[config.mk]
export PLATFORM = sky130hd
export DESIGN_NAME = cfd_chan_div
export DESIGN_NICKNAME = d
export VERILOG_FILES = /design/src/verilog/cfd_pkg.sv /design/src/verilog/cfd_chan_div.sv /design/src/verilog/cfd_mac.sv
export VERILOG_INCLUDE_DIRS = /design/src /design/src/verilog
export SDC_FILE = /design/constraint.sdc
export NUM_CORES = 1
export LEC_CHECK = 0
export BUFFER_PORTS_ARGS = -buffer_cell sky130_fd_sc_hd__buf_2
export CAP_MARGIN = 40
export CORE_MARGIN = 1.5
export CORE_UTILIZATION = 30
export CTS_BUF_LIST = sky130_fd_sc_hd__clkbuf_4 sky130_fd_sc_hd__clkbuf_8
export DETAILED_ROUTE_END_ITERATION = 16
export GPL_ROUTABILITY_DRIVEN = 0
export PLACE_DENSITY = 0.43
export SETUP_SLACK_MARGIN = 0.02
export SYNTH_ARGS = -nofsm -noshare
export SYNTH_HDL_FRONTEND = slang
export SYNTH_SLANG_ARGS = --single-unit
[constraint.sdc]
create_clock -name clk_sys -period 7.6 [get_ports clk_sys]
set_input_delay 1.52 -clock clk_sys [delete_from_list [all_inputs] [get_ports clk_sys]]
set_output_delay 1.52 -clock clk_sys [all_outputs]
set_load 0.01 [all_outputs]
[src/verilog/cfd_cfg.svh]
// Register offsets, field positions and reset values of the channel divider block
`ifndef CFD_CFG_SVH
`define CFD_CFG_SVH

// Register offsets in bank 0
`define CFD_ADDR_EN_LOW       7'h2e
`define CFD_ADDR_EN_HIGH      7'h2f
`define CFD_ADDR_FRAC_LOW     7'h48
`define CFD_ADDR_FRAC_MID     7'h49
`define CFD_ADDR_FRAC_HIGH    7'h4a
`define CFD_ADDR_INT_COUNTS   7'h4b
`define CFD_ADDR_SPACE_LOW    7'h4c
`define CFD_ADDR_SPACE_HIGH   7'h4d
`define CFD_ADDR_CHAN_SEL     7'h6b

// Reset values
`define CFD_RST_EN_LOW        8'hff
`define CFD_RST_EN_HIGH       8'hff
`define CFD_RST_ZERO          8'h00

// Field layout
`define CFD_FRAC_BITS         20
`define CFD_CHAN_BITS         4
`define CFD_NUM_CHAN          16
`define CFD_PRESCALE_SHIFT    2
`define CFD_INT_BITS          8
`define CFD_N_LSB             4
`define CFD_REF_MHZ           36

`endif

[src/verilog/cfd_pkg.sv]
// Types shared by the channel divider block
package cfd_pkg;
    // Recompute sequence, one-hot
    typedef enum logic [2:0] {
        CFD_IDLE = 3'b001,
        CFD_CALC = 3'b010,
        CFD_LOAD = 3'b100
    } cfd_state_t;
endpackage

[src/verilog/cfd_chan_div.sv]
// Channel select and fractional-N divider word generation
// Operation
// Sixteen channels, numbered zero to fifteen
// One enable bit per channel, two bytes
// Selected channel comes from select register
// All divider words relative to 36 MHz
// Prescaler four; integer and auxiliary counts
// Fraction is 20-bit residual ratio word
// Spacing word is 20-bit ratio word; the code holds a 16-bit spacing word in two bytes
// Spacing separates adjacent channel centres
// Software keeps channels inside lock window
// Software moves base or disables channels
// Divider is base plus channel times spacing
// Base fraction in three bytes, counts nibbles
`timescale 1ns/1ps
`include "cfd_cfg.svh"
module cfd_chan_div #(
    parameter int NUM_CHAN  = `CFD_NUM_CHAN,
    parameter int CHAN_BITS = `CFD_CHAN_BITS,
    parameter int FRAC_BITS = `CFD_FRAC_BITS
) (
    // Clock and reset, 36 MHz reference domain
    input  wire logic                 clk_sys,
    input  wire logic                 rst_b,
    // Register port from the host interface
    input  wire logic [6:0]           reg_addr,
    input  wire logic [7:0]           reg_wdata,
    input  wire logic                 reg_wr,
    output logic      [7:0]           reg_rdata,
    // Divider words to the synthesizer
    output logic      [5:0]           div_n,
    output logic      [1:0]           div_a,
    output logic      [FRAC_BITS-1:0] div_frac,
    output logic                      div_update,
    // Selected channel status
    output logic                      chan_enabled
);
    localparam int WORD_BITS = FRAC_BITS + `CFD_INT_BITS;

    // Host registers
    logic [7:0] en_low_r;        // Channel enable, channels 0..7
    logic [7:0] en_high_r;       // Channel enable, channels 8..15
    logic [7:0] frac_low_r;      // Base fraction bits 7..0
    logic [7:0] frac_mid_r;      // Base fraction bits 15..8
    logic [7:0] frac_high_r;     // Base fraction bits 19..16 in low nibble
    logic [7:0] int_counts_r;    // Integer count high nibble, auxiliary low
    logic [7:0] space_low_r;     // Spacing word low byte
    logic [7:0] space_high_r;    // Spacing word high byte
    logic [7:0] chan_sel_r;      // Channel select

    // Sequencer and outputs
    cfd_pkg::cfd_state_t state_r;
    cfd_pkg::cfd_state_t state_nxt;
    logic                 dirty_r;     // Settings changed since last load
    logic [5:0]           div_n_r;
    logic [1:0]           div_a_r;
    logic [FRAC_BITS-1:0] div_frac_r;
    logic                 upd_r;
    logic                 chan_en_r;

    // Write strobes, one per register
    wire logic wr_en_low     = reg_wr && (reg_addr == `CFD_ADDR_EN_LOW);
    wire logic wr_en_high    = reg_wr && (reg_addr == `CFD_ADDR_EN_HIGH);
    wire logic wr_frac_low   = reg_wr && (reg_addr == `CFD_ADDR_FRAC_LOW);
    wire logic wr_frac_mid   = reg_wr && (reg_addr == `CFD_ADDR_FRAC_MID);
    wire logic wr_frac_high  = reg_wr && (reg_addr == `CFD_ADDR_FRAC_HIGH);
    wire logic wr_int_counts = reg_wr && (reg_addr == `CFD_ADDR_INT_COUNTS);
    wire logic wr_space_low  = reg_wr && (reg_addr == `CFD_ADDR_SPACE_LOW);
    wire logic wr_space_high = reg_wr && (reg_addr == `CFD_ADDR_SPACE_HIGH);
    wire logic wr_chan_sel   = reg_wr && (reg_addr == `CFD_ADDR_CHAN_SEL);
    wire logic any_wr        = wr_en_low | wr_en_high | wr_frac_low | wr_frac_mid
                             | wr_frac_high | wr_int_counts | wr_space_low
                             | wr_space_high | wr_chan_sel;

    // Enable mask and selected channel
    wire logic [NUM_CHAN-1:0]  en_mask  = {en_high_r, en_low_r};
    wire logic [CHAN_BITS-1:0] chan_num = chan_sel_r[CHAN_BITS-1:0];
    wire logic                 sel_on   = en_mask[chan_num];

    // Base word: integer ratio N*4+A above the 20-bit fraction
    wire logic [3:0] base_n = int_counts_r[7:`CFD_N_LSB];
    wire logic [3:0] base_a = int_counts_r[`CFD_N_LSB-1:0];
    wire logic [`CFD_INT_BITS-1:0] base_int =
        `CFD_INT_BITS'({base_n, 2'b00}) + `CFD_INT_BITS'(base_a);
    wire logic [FRAC_BITS-1:0] base_frac =
        {frac_high_r[3:0], frac_mid_r, frac_low_r};
    // Whole ratio to the reference clock, integer part above the 20-bit fraction
    wire logic [WORD_BITS-1:0] base_word = {base_int, base_frac};
    // Spacing is a fraction of the reference, so it sits in fraction bits
    wire logic [15:0] space_word = {space_high_r, space_low_r};

    // Channel word, fractional overflow carries into the integer ratio
    logic [WORD_BITS-1:0] chan_word;
    cfd_mac #(
        .CHAN_BITS (CHAN_BITS),
        .WORD_BITS (WORD_BITS)
    ) u_mac (
        .clk_sys    (clk_sys),
        .rst_b      (rst_b),
        .base_word  (base_word),
        .space_word (space_word),
        .chan_num   (chan_num),
        .sum_word   (chan_word)
    );

    // Split integer ratio back into N and A with the fixed prescaler of four
    wire logic [`CFD_INT_BITS-1:0] chan_int = chan_word[WORD_BITS-1:FRAC_BITS];
    wire logic [5:0] new_n = chan_int[7:`CFD_PRESCALE_SHIFT];
    wire logic [1:0] new_a = chan_int[`CFD_PRESCALE_SHIFT-1:0];

    // Read multiplexer; unmapped offsets read zero
    assign reg_rdata = (reg_addr == `CFD_ADDR_EN_LOW)     ? en_low_r     :
                       (reg_addr == `CFD_ADDR_EN_HIGH)    ? en_high_r    :
                       (reg_addr == `CFD_ADDR_FRAC_LOW)   ? frac_low_r   :
                       (reg_addr == `CFD_ADDR_FRAC_MID)   ? frac_mid_r   :
                       (reg_addr == `CFD_ADDR_FRAC_HIGH)  ? frac_high_r  :
                       (reg_addr == `CFD_ADDR_INT_COUNTS) ? int_counts_r :
                       (reg_addr == `CFD_ADDR_SPACE_LOW)  ? space_low_r  :
                       (reg_addr == `CFD_ADDR_SPACE_HIGH) ? space_high_r :
                       (reg_addr == `CFD_ADDR_CHAN_SEL)   ? chan_sel_r   :
                       8'h00;

    // Host register writes
    always_ff @(posedge clk_sys or negedge rst_b)
    begin
        if (!rst_b)
        begin
            en_low_r     <= `CFD_RST_EN_LOW;
            en_high_r    <= `CFD_RST_EN_HIGH;
            frac_low_r   <= `CFD_RST_ZERO;
            frac_mid_r   <= `CFD_RST_ZERO;
            frac_high_r  <= `CFD_RST_ZERO;
            int_counts_r <= `CFD_RST_ZERO;
            space_low_r  <= `CFD_RST_ZERO;
            space_high_r <= `CFD_RST_ZERO;
            chan_sel_r   <= `CFD_RST_ZERO;
        end
        else
        begin
            if (wr_en_low)     en_low_r     <= reg_wdata;
            if (wr_en_high)    en_high_r    <= reg_wdata;
            if (wr_frac_low)   frac_low_r   <= reg_wdata;
            if (wr_frac_mid)   frac_mid_r   <= reg_wdata;
            if (wr_frac_high)  frac_high_r  <= reg_wdata;
            if (wr_int_counts) int_counts_r <= reg_wdata;
            if (wr_space_low)  space_low_r  <= reg_wdata;
            if (wr_space_high) space_high_r <= reg_wdata;
            if (wr_chan_sel)   chan_sel_r   <= reg_wdata;
        end
    end

    // Next state: wait one cycle for the adder register, then load
    always_comb
    begin
        state_nxt = state_r;
        case (state_r)
            cfd_pkg::CFD_IDLE: if (dirty_r && !any_wr) state_nxt = cfd_pkg::CFD_CALC;
            cfd_pkg::CFD_CALC: state_nxt = any_wr ? cfd_pkg::CFD_IDLE
                                                  : cfd_pkg::CFD_LOAD;
            cfd_pkg::CFD_LOAD: state_nxt = cfd_pkg::CFD_IDLE;
            default:           state_nxt = cfd_pkg::CFD_IDLE;
        endcase
    end

    // Sequencer; a write during calculation restarts it so no stale word loads
    always_ff @(posedge clk_sys or negedge rst_b)
    begin
        if (!rst_b)
        begin
            state_r <= cfd_pkg::CFD_IDLE;
            dirty_r <= 1'b1;
        end
        else
        begin
            state_r <= state_nxt;
            // New write wins over the clear of the same cycle
            if (any_wr)
                dirty_r <= 1'b1;
            else if (state_r == cfd_pkg::CFD_CALC)
                dirty_r <= 1'b0;
        end
    end

    // Divider outputs; a disabled channel keeps the previous divider words
    always_ff @(posedge clk_sys or negedge rst_b)
    begin
        if (!rst_b)
        begin
            div_n_r    <= '0;
            div_a_r    <= '0;
            div_frac_r <= '0;
            upd_r      <= 1'b0;
            chan_en_r  <= 1'b0;
        end
        else
        begin
            upd_r <= 1'b0;
            if (state_r == cfd_pkg::CFD_LOAD)
            begin
                chan_en_r <= sel_on;
                if (sel_on)
                begin
                    div_n_r    <= new_n;
                    div_a_r    <= new_a;
                    div_frac_r <= chan_word[FRAC_BITS-1:0];
                    upd_r      <= 1'b1;
                end
            end
        end
    end

    assign div_n        = div_n_r;
    assign div_a        = div_a_r;
    assign div_frac     = div_frac_r;
    assign div_update   = upd_r;
    assign chan_enabled = chan_en_r;

    // Update only ever follows the load state
    a_update_after_load: assert property (@(posedge clk_sys) disable iff (!rst_b)
        div_update |-> $past(state_r) == cfd_pkg::CFD_LOAD)
        else $error("Divider update without load");
    // An enabled channel load always updates next cycle
    a_enabled_loads: assert property (@(posedge clk_sys) disable iff (!rst_b)
        (state_r == cfd_pkg::CFD_LOAD && sel_on) |=> div_update)
        else $error("Enabled channel not loaded");
    // A disabled channel never changes the divider
    a_disabled_holds: assert property (@(posedge clk_sys) disable iff (!rst_b)
        (state_r == cfd_pkg::CFD_LOAD && !sel_on) |=> (!div_update && $stable(div_frac)))
        else $error("Disabled channel changed divider");
    // Integer ratio is N times four plus A
    a_ratio_split: assert property (@(posedge clk_sys) disable iff (!rst_b)
        div_update |-> {div_n, div_a} == $past(chan_int))
        else $error("Integer split wrong");
    // Channel zero reproduces the base word exactly
    a_chan_zero: assert property (@(posedge clk_sys) disable iff (!rst_b)
        (state_r == cfd_pkg::CFD_CALC && chan_num == 4'h0 && $stable(base_word))
        |-> chan_word == base_word)
        else $error("Channel zero differs from base");
    // Adjacent channels differ by exactly the spacing word
    a_spacing_step: assert property (@(posedge clk_sys) disable iff (!rst_b)
        (state_r == cfd_pkg::CFD_CALC) |->
        chan_word == WORD_BITS'(base_word + chan_num * space_word))
        else $error("Channel offset wrong");
    // Settings change reaches the outputs within four cycles
    a_write_to_load: assert property (@(posedge clk_sys) disable iff (!rst_b)
        (any_wr ##1 !any_wr [*3]) |-> ##[0:2] state_r == cfd_pkg::CFD_IDLE && !dirty_r)
        else $error("Write not applied in time");
    // Enabled flag follows the mask bit of the selected channel
    a_flag_tracks: assert property (@(posedge clk_sys) disable iff (!rst_b)
        (state_r == cfd_pkg::CFD_LOAD) |=> chan_enabled == $past(sel_on))
        else $error("Enable flag wrong");
    // Fraction output is the low 20 bits of the channel word
    a_frac_field: assert property (@(posedge clk_sys) disable iff (!rst_b)
        div_update |-> div_frac == $past(chan_word[FRAC_BITS-1:0]))
        else $error("Fraction field wrong");
endmodule

[src/verilog/cfd_mac.sv]
// Channel offset multiply-accumulate: base plus channel times spacing
`timescale 1ns/1ps
`include "cfd_cfg.svh"
module cfd_mac #(
    parameter int CHAN_BITS = `CFD_CHAN_BITS,
    parameter int WORD_BITS = `CFD_FRAC_BITS + `CFD_INT_BITS
) (
    // Clock and reset
    input  wire logic                 clk_sys,
    input  wire logic                 rst_b,
    // Operands
    input  wire logic [WORD_BITS-1:0] base_word,
    input  wire logic [15:0]          space_word,
    input  wire logic [CHAN_BITS-1:0] chan_num,
    // Registered sum
    output logic      [WORD_BITS-1:0] sum_word
);
    // One partial product per channel-number bit
    logic [WORD_BITS-1:0] part [CHAN_BITS+1];

    assign part[0] = base_word;

    // Shift-add chain, no multiplier needed for a 4-bit factor
    genvar gi;
    generate
        for (gi = 0; gi < CHAN_BITS; gi++)
        begin : g_add
            wire logic [WORD_BITS-1:0] shifted;
            assign shifted = WORD_BITS'({{(WORD_BITS-16){1'b0}}, space_word} << gi);
            assign part[gi+1] = chan_num[gi] ? part[gi] + shifted : part[gi];
        end
    endgenerate

    // Result held in a register so the divider outputs stay flop-driven
    always_ff @(posedge clk_sys or negedge rst_b)
    begin
        if (!rst_b)
        begin
            sum_word <= '0;
        end
        else
        begin
            sum_word <= part[CHAN_BITS];
        end
    end
endmodule

==> impl_metrics.ini, run 1 <==
[outcome]
outcome = finished clean

[cts]
cts-root-buf = clkbuf_8
clkLatencyLatePin_ps = 470
clock_sinks = 134
clk_pin_slew_worst_paths_ps = 90
h-tree-depth = 4
post_cts_buffers = 0
cts_tree = done
numCtsBuffers = 17
cts_hold_buf = 0
clock_path_buffers = 2

[floorplanning]
dieArea_um2 = 35300
fp-row-count = 67
die_x_um = 188
die_y_um = 188
io_pins = 56
core_um2 = 33600
start_util = 0.305

[worst_setup_path]
slowest_stage = or4_4
cp_max_fo = 5
slowest_delay_ps = 530
crit_buf_inv = 0
rr_endpoint = u_mac.sum_word[26]
crit_required_ps = 7960
crit_path_start_kind = flop
path_class = flop to flop
endpoint_kind = flop
arrival_ps = 7450
rr_startpoint = frac_low_r[0]
worstRegToRegCells = 30
r2r_setup_slack_ps = 510
cp_top_family = compound AO/OA/AOI/OAI gates

[timing]
skew_ps = 18.7
rsz0062_at_grt = true
slew-limit-headroom = 0.538
post-route-period-util = 0.933
whs_ps = 427
hold_viol_final = 0
finalSetupViolCount = 0
fin_tns_setup_ps = 0
setup_ws_ps = 510
finalMaxSlewViolations = 0
fmax_mhz = 141
fin_crit_ps = 7090
tightest_slew_ps = 685

[place]
dp_slack_ps = 177
place_area_um2 = 11100
dp_cells = 1601
dp_hpwl_um = 21700
port_buffers = 55

[yosys]
ys_seq_elements = 134
syn_area_um2 = 10300
synthCells = 1114
synth_seq_area_share = 0.329
yosysWarnings = 0
synth_flop_cell = dfrtp_1
synth_edf_count = 0
syn_area_per_cell_um2 = 9.21
async_flop_share = 1.00
synthesis.nets = 1206
synth.distinct_cells = 84

[finish]
final_common_cell = nand2_1
stdcell_count = 1633
antenna_cells = 0
n_fill_cell = 3528
synthToLayoutAreaGrowth_pct = 12.7
nets = 1264
postLayoutCoreUtil = 0.344
layout-drive-gt1-share = 0.240
mostFrequentLayoutCells = nand2_1 (185), dfrtp_1 (116), mux2_2 (104)
final_cell_area_um2 = 11600

[detailed_routing]
drt-initial-drc-count = 410
wire_per_inst_um = 17.3
drc_errors = 0
routed_wl_um = 28200
ant_nets = 0
vias = 8300
dr.pass1.iters = 4
routed_via_density = 5.08

[pwr]
power_mw = 1.95
vdd_drop_max_v = 0.000104
p_per_area_nw_per_um2 = 168
leakage_nw = 5.49

[run]
max-cap-violations = 0

[global_route]
grt_pass1_vias = 8050
antenna_found_initial = 0
overflow = 0
grt_first_pass_wirelength_um = 45600
grt_usage = 0.165
grt_max_degree = 65

[hold_path]
min_to = div_frac[8]
hold_depth = 2
hp-class = flop to flop
hold_start = u_mac.sum_word[8]
[flip-flops by register name (all words and copies together), names as in the netlist, 6 cells and up]
| signal | flops |
|---|---|
| frac_low_r | 8 |
| en_high_r | 8 |
| space_low_r | 8 |
| int_counts_r | 8 |
| u_mac.sum_word | 28 |
| frac_mid_r | 8 |
| frac_high_r | 8 |
| en_low_r | 8 |
| div_n | 6 |
| div_frac | 20 |
| chan_sel_r | 8 |
| space_high_r | 8 |
[cell type report]
cell class	instances	area [um^2]	area share
flip-flops and latches	134	3380	0.292
well taps	448	561	0.0485
repair buffers	75	467	0.0404
clock buffers	18	241	0.0209
clock inverters	14	129	0.0111
multi-input cells	926	6720	0.581
inverters	18	67.6	0.00585
[cells by family (layout without fill, tap and decap cells)]
group | count (synthesis) | in the layout | synth area share
and+or+nand+nor | 401 | 401 | 0.180
other | 1 | 1 | 0.000366
muxes | 112 | 112 | 0.128
DFF | 134 | 134 | 0.329
adders and majority gates | 74 | 74 | 0.0939
AOI/OAI and AO/OA | 267 | 267 | 0.181
buffers and inverters | 54 | 125 | 0.0216
xor gates and xnor gates | 71 | 71 | 0.0654
[worst max path at each step]
| stage | slack [ps] | depth (start not counted) | from | endpoint |
|---|---|---|---|---|
| global route | 40 | 31 | frac_low_r[0] | u_mac.sum_word[25] |
| detailed placement | 180 | 30 | frac_low_r[0] | u_mac.sum_word[25] |
| floorplan | 790 | 33 | space_low_r[0] | u_mac.sum_word[25] |
| global placement | 320 | 31 | frac_low_r[0] | u_mac.sum_word[25] |
| CTS | 130 | 30 | frac_low_r[0] | u_mac.sum_word[25] |
| finish | 510 | 30 | frac_low_r[0] | u_mac.sum_word[26] |
[worst min-delay path: cells and delay by family, from the launching register on]
kind	cells	cell delay, ps
flops	1	320
simple gates	2	90
[cell usage after synthesis (4+ instances only)]
| master | n | area, um^2 |
|---|---|---|
| nand2_1 | 185 | 694 |
| a21oi_1 | 59 | 295 |
| nand3_1 | 25 | 125 |
| nor2b_1 | 11 | 68.8 |
| inv_1 | 18 | 67.6 |
| mux2_2 | 104 | 1170 |
| nor2_1 | 88 | 330 |
| xnor2_1 | 38 | 333 |
| nor3_1 | 19 | 95.1 |
| dfrtp_1 | 116 | 2900 |
| a211oi_1 | 26 | 195 |
| or3_1 | 6 | 37.5 |
| a21boi_0 | 4 | 30.0 |
| a21o_1 | 23 | 173 |
| clkbuf_1 | 28 | 105 |
| or2_2 | 5 | 31.3 |
| mux4_2 | 5 | 113 |
| nand3b_1 | 4 | 30.0 |
| o2111ai_1 | 7 | 61.3 |
| o21bai_1 | 6 | 45.0 |
| nand2b_1 | 4 | 25.0 |
| o21a_1 | 20 | 150 |
| dfstp_2 | 18 | 473 |
| a221o_1 | 10 | 100 |
| o21ai_0 | 51 | 255 |
| ha_1 | 69 | 863 |
| xor2_1 | 28 | 245 |
| o211ai_1 | 8 | 60.1 |
| a31oi_1 | 13 | 81.3 |
| nand4_1 | 11 | 68.8 |
| and2_1 | 8 | 50.1 |
| fa_1 | 5 | 100 |
| and3_1 | 9 | 56.3 |
[power breakdown]
group | leakage [nW] | switching, mW | internal [mW]
sequential | 1.77 | 0.0584 | 0.789
clock | 0.183 | 0.307 | 0.264
combinational | 3.55 | 0.297 | 0.230
total | 5.49 | 0.663 | 1.28
[what timing repair did]
item / 4_1_cts / 5_1_grt
resized for setup: 0 / 18
endpoints found under the hold margin: 0 / 0
endpoints found under the setup margin: 0 / 11
[routing by layer]
metal / up-vias / global-route usage / routed length, um
li1: 4182 / - / -
met1: 3967 / 0.238 / 14800
met2: 127 / 0.256 / 12400
met3: 24 / 0.0241 / 757
met4: 0 / 0.0409 / 356
met5: - / 0 / 0
Power figures use the tool's default switching activity.
==> run 2: changes to the inputs <==
--- a/config.mk
+++ b/config.mk
@@ -13,7 +13,7 @@
 export CTS_BUF_LIST = sky130_fd_sc_hd__clkbuf_4 sky130_fd_sc_hd__clkbuf_8
 export DETAILED_ROUTE_END_ITERATION = 16
 export GPL_ROUTABILITY_DRIVEN = 0
-export PLACE_DENSITY = 0.43
+export PLACE_DENSITY = 0.45
 export SETUP_SLACK_MARGIN = 0.02
 export SYNTH_ARGS = -nofsm -noshare
 export SYNTH_HDL_FRONTEND = slang
==> run 2 against run 1 <==
  * Cell count about the same
  * Global-route usage about the same
  * Routed wire length decreased by 0.69%
  * Hold slack improved by 12 ps
  * Core utilization increased by 0.12 points
  * Critical endpoint unchanged
  * Clock power increased by 12%
  * Critical path depth unchanged
==> impl_metrics.ini, run 2 (synthesized netlist as in run 1, its figures left out) <==
[worst_setup_path]
slowest_delay_ps = 500
cp_max_fo = 4
worst_path_most_repeated_cell = ha_1
endpoint_kind = flop
worstRegToRegCells = 30
cp_top_family = compound AO/OA/AOI/OAI gates
crit_cells = 30
path_class = flop to flop
crit_path_start_kind = flop
crit_required_ps = 7920
crit_buf_inv = 0
slowest_stage = a2111oi_1
arrival_ps = 7440

[timing]
fin_crit_ps = 7120
finalMaxSlewViolations = 0
finalSetupViolCount = 0
fmax_mhz = 141
slew-limit-headroom = 0.532
post-route-period-util = 0.936
skew_ps = 22.5
tightest_slew_ps = 699
fin_tns_setup_ps = 0
rsz0062_at_grt = true
hold_viol_final = 0

[cts]
clkLatencyLatePin_ps = 460
h-tree-depth = 4
clk_pin_slew_worst_paths_ps = 90
cts-root-buf = clkbuf_8
cts_hold_buf = 0
cts_tree = done
clock_path_buffers = 2
clock_sinks = 134
numCtsBuffers = 17

[place]
place_area_um2 = 11100
dp_cells = 1601
port_buffers = 55
dp_hpwl_um = 21500

[detailed_routing]
ant_nets = 0
drt-initial-drc-count = 408
wire_per_inst_um = 17.2
vias = 8318
dr.pass1.iters = 5
drc_errors = 0
routed_via_density = 5.09
routed_wl_um = 28100

[run]
max-cap-violations = 0

[finish]
mostFrequentLayoutCells = nand2_1 (185), dfrtp_1 (116), mux2_2 (104)
stdcell_count = 1634
layout-drive-gt1-share = 0.237
synthToLayoutAreaGrowth_pct = 13.1
largest_reg_flops = 28
final_cell_area_um2 = 11600
postLayoutCoreUtil = 0.345
antenna_cells = 0
nets = 1265
final_common_cell = nand2_1
largest-register = u_mac.sum_word

[floorplanning]
die_x_um = 188
dieArea_um2 = 35300
start_util = 0.305
die_y_um = 188
io_pins = 56
fp-row-count = 67
core_um2 = 33600

[pwr]
vdd_drop_max_v = 0.000129
power_mw = 2.01
p_clk_frac = 0.318
leakage_nw = 5.53
p_per_area_nw_per_um2 = 173
combPwrFrac = 0.261
p_seq_frac = 0.421
switching_share = 0.319
switchingPower_mw = 0.641
intPower_mw = 1.37

[global_route]
grt_max_degree = 64
grt_pass1_vias = 8282
grt_usage = 0.165
antenna_found_initial = 0
grt_first_pass_wirelength_um = 45700
overflow = 0

[hold_path]
hold_depth = 2
hp-class = flop to flop

[outcome]
outcome = finished clean
==> run 2: cell type report <==
cell class                 count  area (um^2)
sequential                   134         3380
inverter                      18         67.6
fill                        3504        22000
multi-input combinational    926         6690
clock inverter                12          150
timing repair buffer          76          477
clock buffer                  20          275
tap                          448          561
==> run 2: tightest hold or removal path, delay by kind of cell, from the launching register on <==
family / cells / cell delay [ps]
flops: 1 / 320
simple gates: 2 / 80
==> run 2: what timing repair did <==
action | 4_1_cts | 5_1_grt
setup buffers | 0 | 1
endpoints found under the setup margin | 0 | 11
hold endpoints to repair | 0 | 0
gates resized for setup | 0 | 12
==> run 2: stage by stage <==
stage	hold WS, ps	setup WS, ps
after floorplan	414	788
after global placement	417	363
after detailed placement	422	158
after CTS	439	123
after global routing	457	-13.0
final	439	483
==> run 2: final timing paths <==
path,startpoint,end,slack [ps]
worst max-delay path,frac_low_r[0],u_mac.sum_word[26],480
worst min-delay path,u_mac.sum_word[14],div_frac[14],440
worst max register to register,frac_low_r[0],u_mac.sum_word[26],480
worst min register to register,u_mac.sum_word[14],div_frac[14],440
max in group asynchronous,rst_b,en_low_r[5],5390
min in group asynchronous,rst_b,u_mac.sum_word[1],1030
==> run 2: power by group through the flow <==
stage / registers, mW / logic (mW) / clock network [mW]
global route: 0.857 / 0.591 / 0.691
finish: 0.847 / 0.524 / 0.638
detailed placement: 0.860 / 0.519 / 0
CTS: 0.846 / 0.524 / 0.666
global placement: 0.860 / 0.516 / 0
floorplan: 0.839 / 0.391 / 0
==> run 2: metal layers <==
metal  part of all wire  vias to the layer above  track usage
li1                   -                     4181            -
met1               0.51                     3947        0.233
met2               0.44                      162        0.261
met3              0.029                       28       0.0258
met4              0.015                        0       0.0394
met5                  0                        -            0
==> run 3: changes to the inputs <==
--- a/config.mk
+++ b/config.mk
@@ -8,12 +8,14 @@
 export LEC_CHECK = 0
 export BUFFER_PORTS_ARGS = -buffer_cell sky130_fd_sc_hd__buf_2
 export CAP_MARGIN = 40
+export CELL_PAD_IN_SITES_DETAIL_PLACEMENT = 2
+export CELL_PAD_IN_SITES_GLOBAL_PLACEMENT = 2
 export CORE_MARGIN = 1.5
-export CORE_UTILIZATION = 30
+export CORE_UTILIZATION = 41
 export CTS_BUF_LIST = sky130_fd_sc_hd__clkbuf_4 sky130_fd_sc_hd__clkbuf_8
 export DETAILED_ROUTE_END_ITERATION = 16
 export GPL_ROUTABILITY_DRIVEN = 0
-export PLACE_DENSITY = 0.45
+export PLACE_DENSITY = 0.83
 export SETUP_SLACK_MARGIN = 0.02
 export SYNTH_ARGS = -nofsm -noshare
 export SYNTH_HDL_FRONTEND = slang
==> run 3 against run 2 <==
  * Cell count fell by 7.6%
  * Register-to-register slack got worse by 200 ps
  * Total power rose by 3.8%
  * Clock-buffer cell count did not move
  * Die area fell by 26%
  * Combinational power rose by 7.6%
  * Largest cell class unchanged
  * Global-route usage rose by 11 points
  * Sequential power rose by 1%
==> impl_metrics.ini, run 3 (synthesized netlist as in run 1, its figures left out) <==
[floorplanning]
start_util = 0.419
fp-row-count = 57
core_um2 = 24500
die_y_um = 161
dieArea_um2 = 26000
die_x_um = 161
io_pins = 56

[place]
dp_cells = 1476
dp_hpwl_um = 25600
port_buffers = 55

[hold_path]
hp-class = flop to flop

[worst_setup_path]
path_class = flop to flop
worst_path_most_repeated_cell = a21oi_1
crit_path_start_kind = flop
cp_top_family = compound AO/OA/AOI/OAI gates
slowest_delay_ps = 480
arrival_ps = 7690
endpoint_kind = flop
slowest_stage = dfrtp_1
crit_buf_inv = 1
cp_max_fo = 7
crit_required_ps = 7980

[global_route]
grt_pass1_vias = 10100
grt_first_pass_wirelength_um = 56200
grt_max_degree = 60
overflow = 0
antenna_found_initial = 0
grt_usage = 0.279

[finish]
largest_reg_flops = 28
n_fill_cell = 2681
final_common_cell = nand2_1
nets = 1265
largest-register = u_mac.sum_word
antenna_cells = 0
seq_area_um2 = 3380
layout-drive-gt1-share = 0.245
synthToLayoutAreaGrowth_pct = 11.7
mostFrequentLayoutCells = nand2_1 (185), dfrtp_1 (116), mux2_2 (104)
stdcell_count = 1510
multi_input_area_um2 = 6740

[timing]
tightest_slew_ps = 749
fin_tns_setup_ps = 0
post-route-period-util = 0.963
fmax_mhz = 137
finalSetupViolCount = 0
fin_crit_ps = 7320
finalMaxSlewViolations = 0
slew-limit-headroom = 0.499
skew_ps = 20.5
hold_viol_final = 0

[cts]
cts_tree = done
clkLatencyLatePin_ps = 480
clock_sinks = 134
clk_pin_slew_worst_paths_ps = 100
numCtsBuffers = 17
clock_path_buffers = 2
cts_hold_buf = 0
h-tree-depth = 4
cts-root-buf = clkbuf_8

[pwr]
p_per_area_nw_per_um2 = 182
vdd_drop_max_v = 0.000107
leakage_nw = 5.52

[outcome]
outcome = finished clean

[run]
max-cap-violations = 0

[detailed_routing]
vias = 9058
drt-initial-drc-count = 406
dr.pass1.iters = 4
routed_via_density = 6.00
wire_per_inst_um = 23.6
routed_wl_um = 35700
drc_errors = 0
ant_nets = 0
[run 3: cell types whose count changed in the layout (fill, tap and decap cells not counted), sizes merged]
cell	delta
clkinvlp	-1
clkinv	-1
bufinv	-1
inv	+3
[run 3: worst min-delay path, stage by stage, from the launching register on]
cell and delay (ps):
dfrtp_1 330, nand2_1 50, nand2_1 40
[run 3: report_power, final]
group          total (mW)  internal, mW  switching (mW)  leakage (nW)
Combinational       0.564         0.233           0.331          3.55
Sequential          0.858         0.789          0.0690          1.77
Clock               0.664         0.319           0.344         0.206
[run 3: layout make-up]
class                           count  share of cell area
Multi-Input combinational cell    926               0.588
Sequential cell                   134               0.295
Timing Repair Buffer               76              0.0396
Inverter                           18             0.00590
Tap cell                          324              0.0354
Clock buffer                       20              0.0235
Clock inverter                     12              0.0126
[run 3: stage by stage]
step	hold slack, ps	total power, mW	area (um^2)	setup slack (ps)	utilization
after floorplan	414	1.23	10300	788	-
after global placement	417	1.37	10900	343	0.446
after detailed placement	429	1.41	10900	-39.4	0.447
after CTS	440	2.09	11400	79.1	0.465
after global routing	468	2.18	11500	-163	0.468
final	437	2.09	11500	285	0.468
[run 3: metal layers]
| metal | up-vias | track usage | wire [um] |
|---|---|---|---|
| li1 | 4154 | - | - |
| met1 | 4620 | 0.333 | 15100 |
| met2 | 198 | 0.497 | 18100 |
| met3 | 86 | 0.0321 | 927 |
| met4 | 0 | 0.139 | 1550 |
| met5 | - | 0 | 0 |
[run 3: final timing paths]
kind                              startpoint  cells after the start  slack (ps)                  to
setup / recovery               frac_low_r[1]                     31         280  u_mac.sum_word[26]
hold / removal             u_mac.sum_word[8]                      2         440         div_frac[8]
setup reg to reg               frac_low_r[1]                     31         280  u_mac.sum_word[26]
hold reg to reg            u_mac.sum_word[8]                      2         440         div_frac[8]
max in group asynchronous              rst_b                      3        5370        en_high_r[4]
min in group asynchronous              rst_b                      1        1000   u_mac.sum_word[1]
[run 3: repair_timing]
item,in CTS,in global routing
resized for setup,4,20
buffers inserted,0,2
endpoints found under the hold margin,0,0
endpoints found under the setup margin,5,11
gates cloned,0,0
pin swaps,0,2
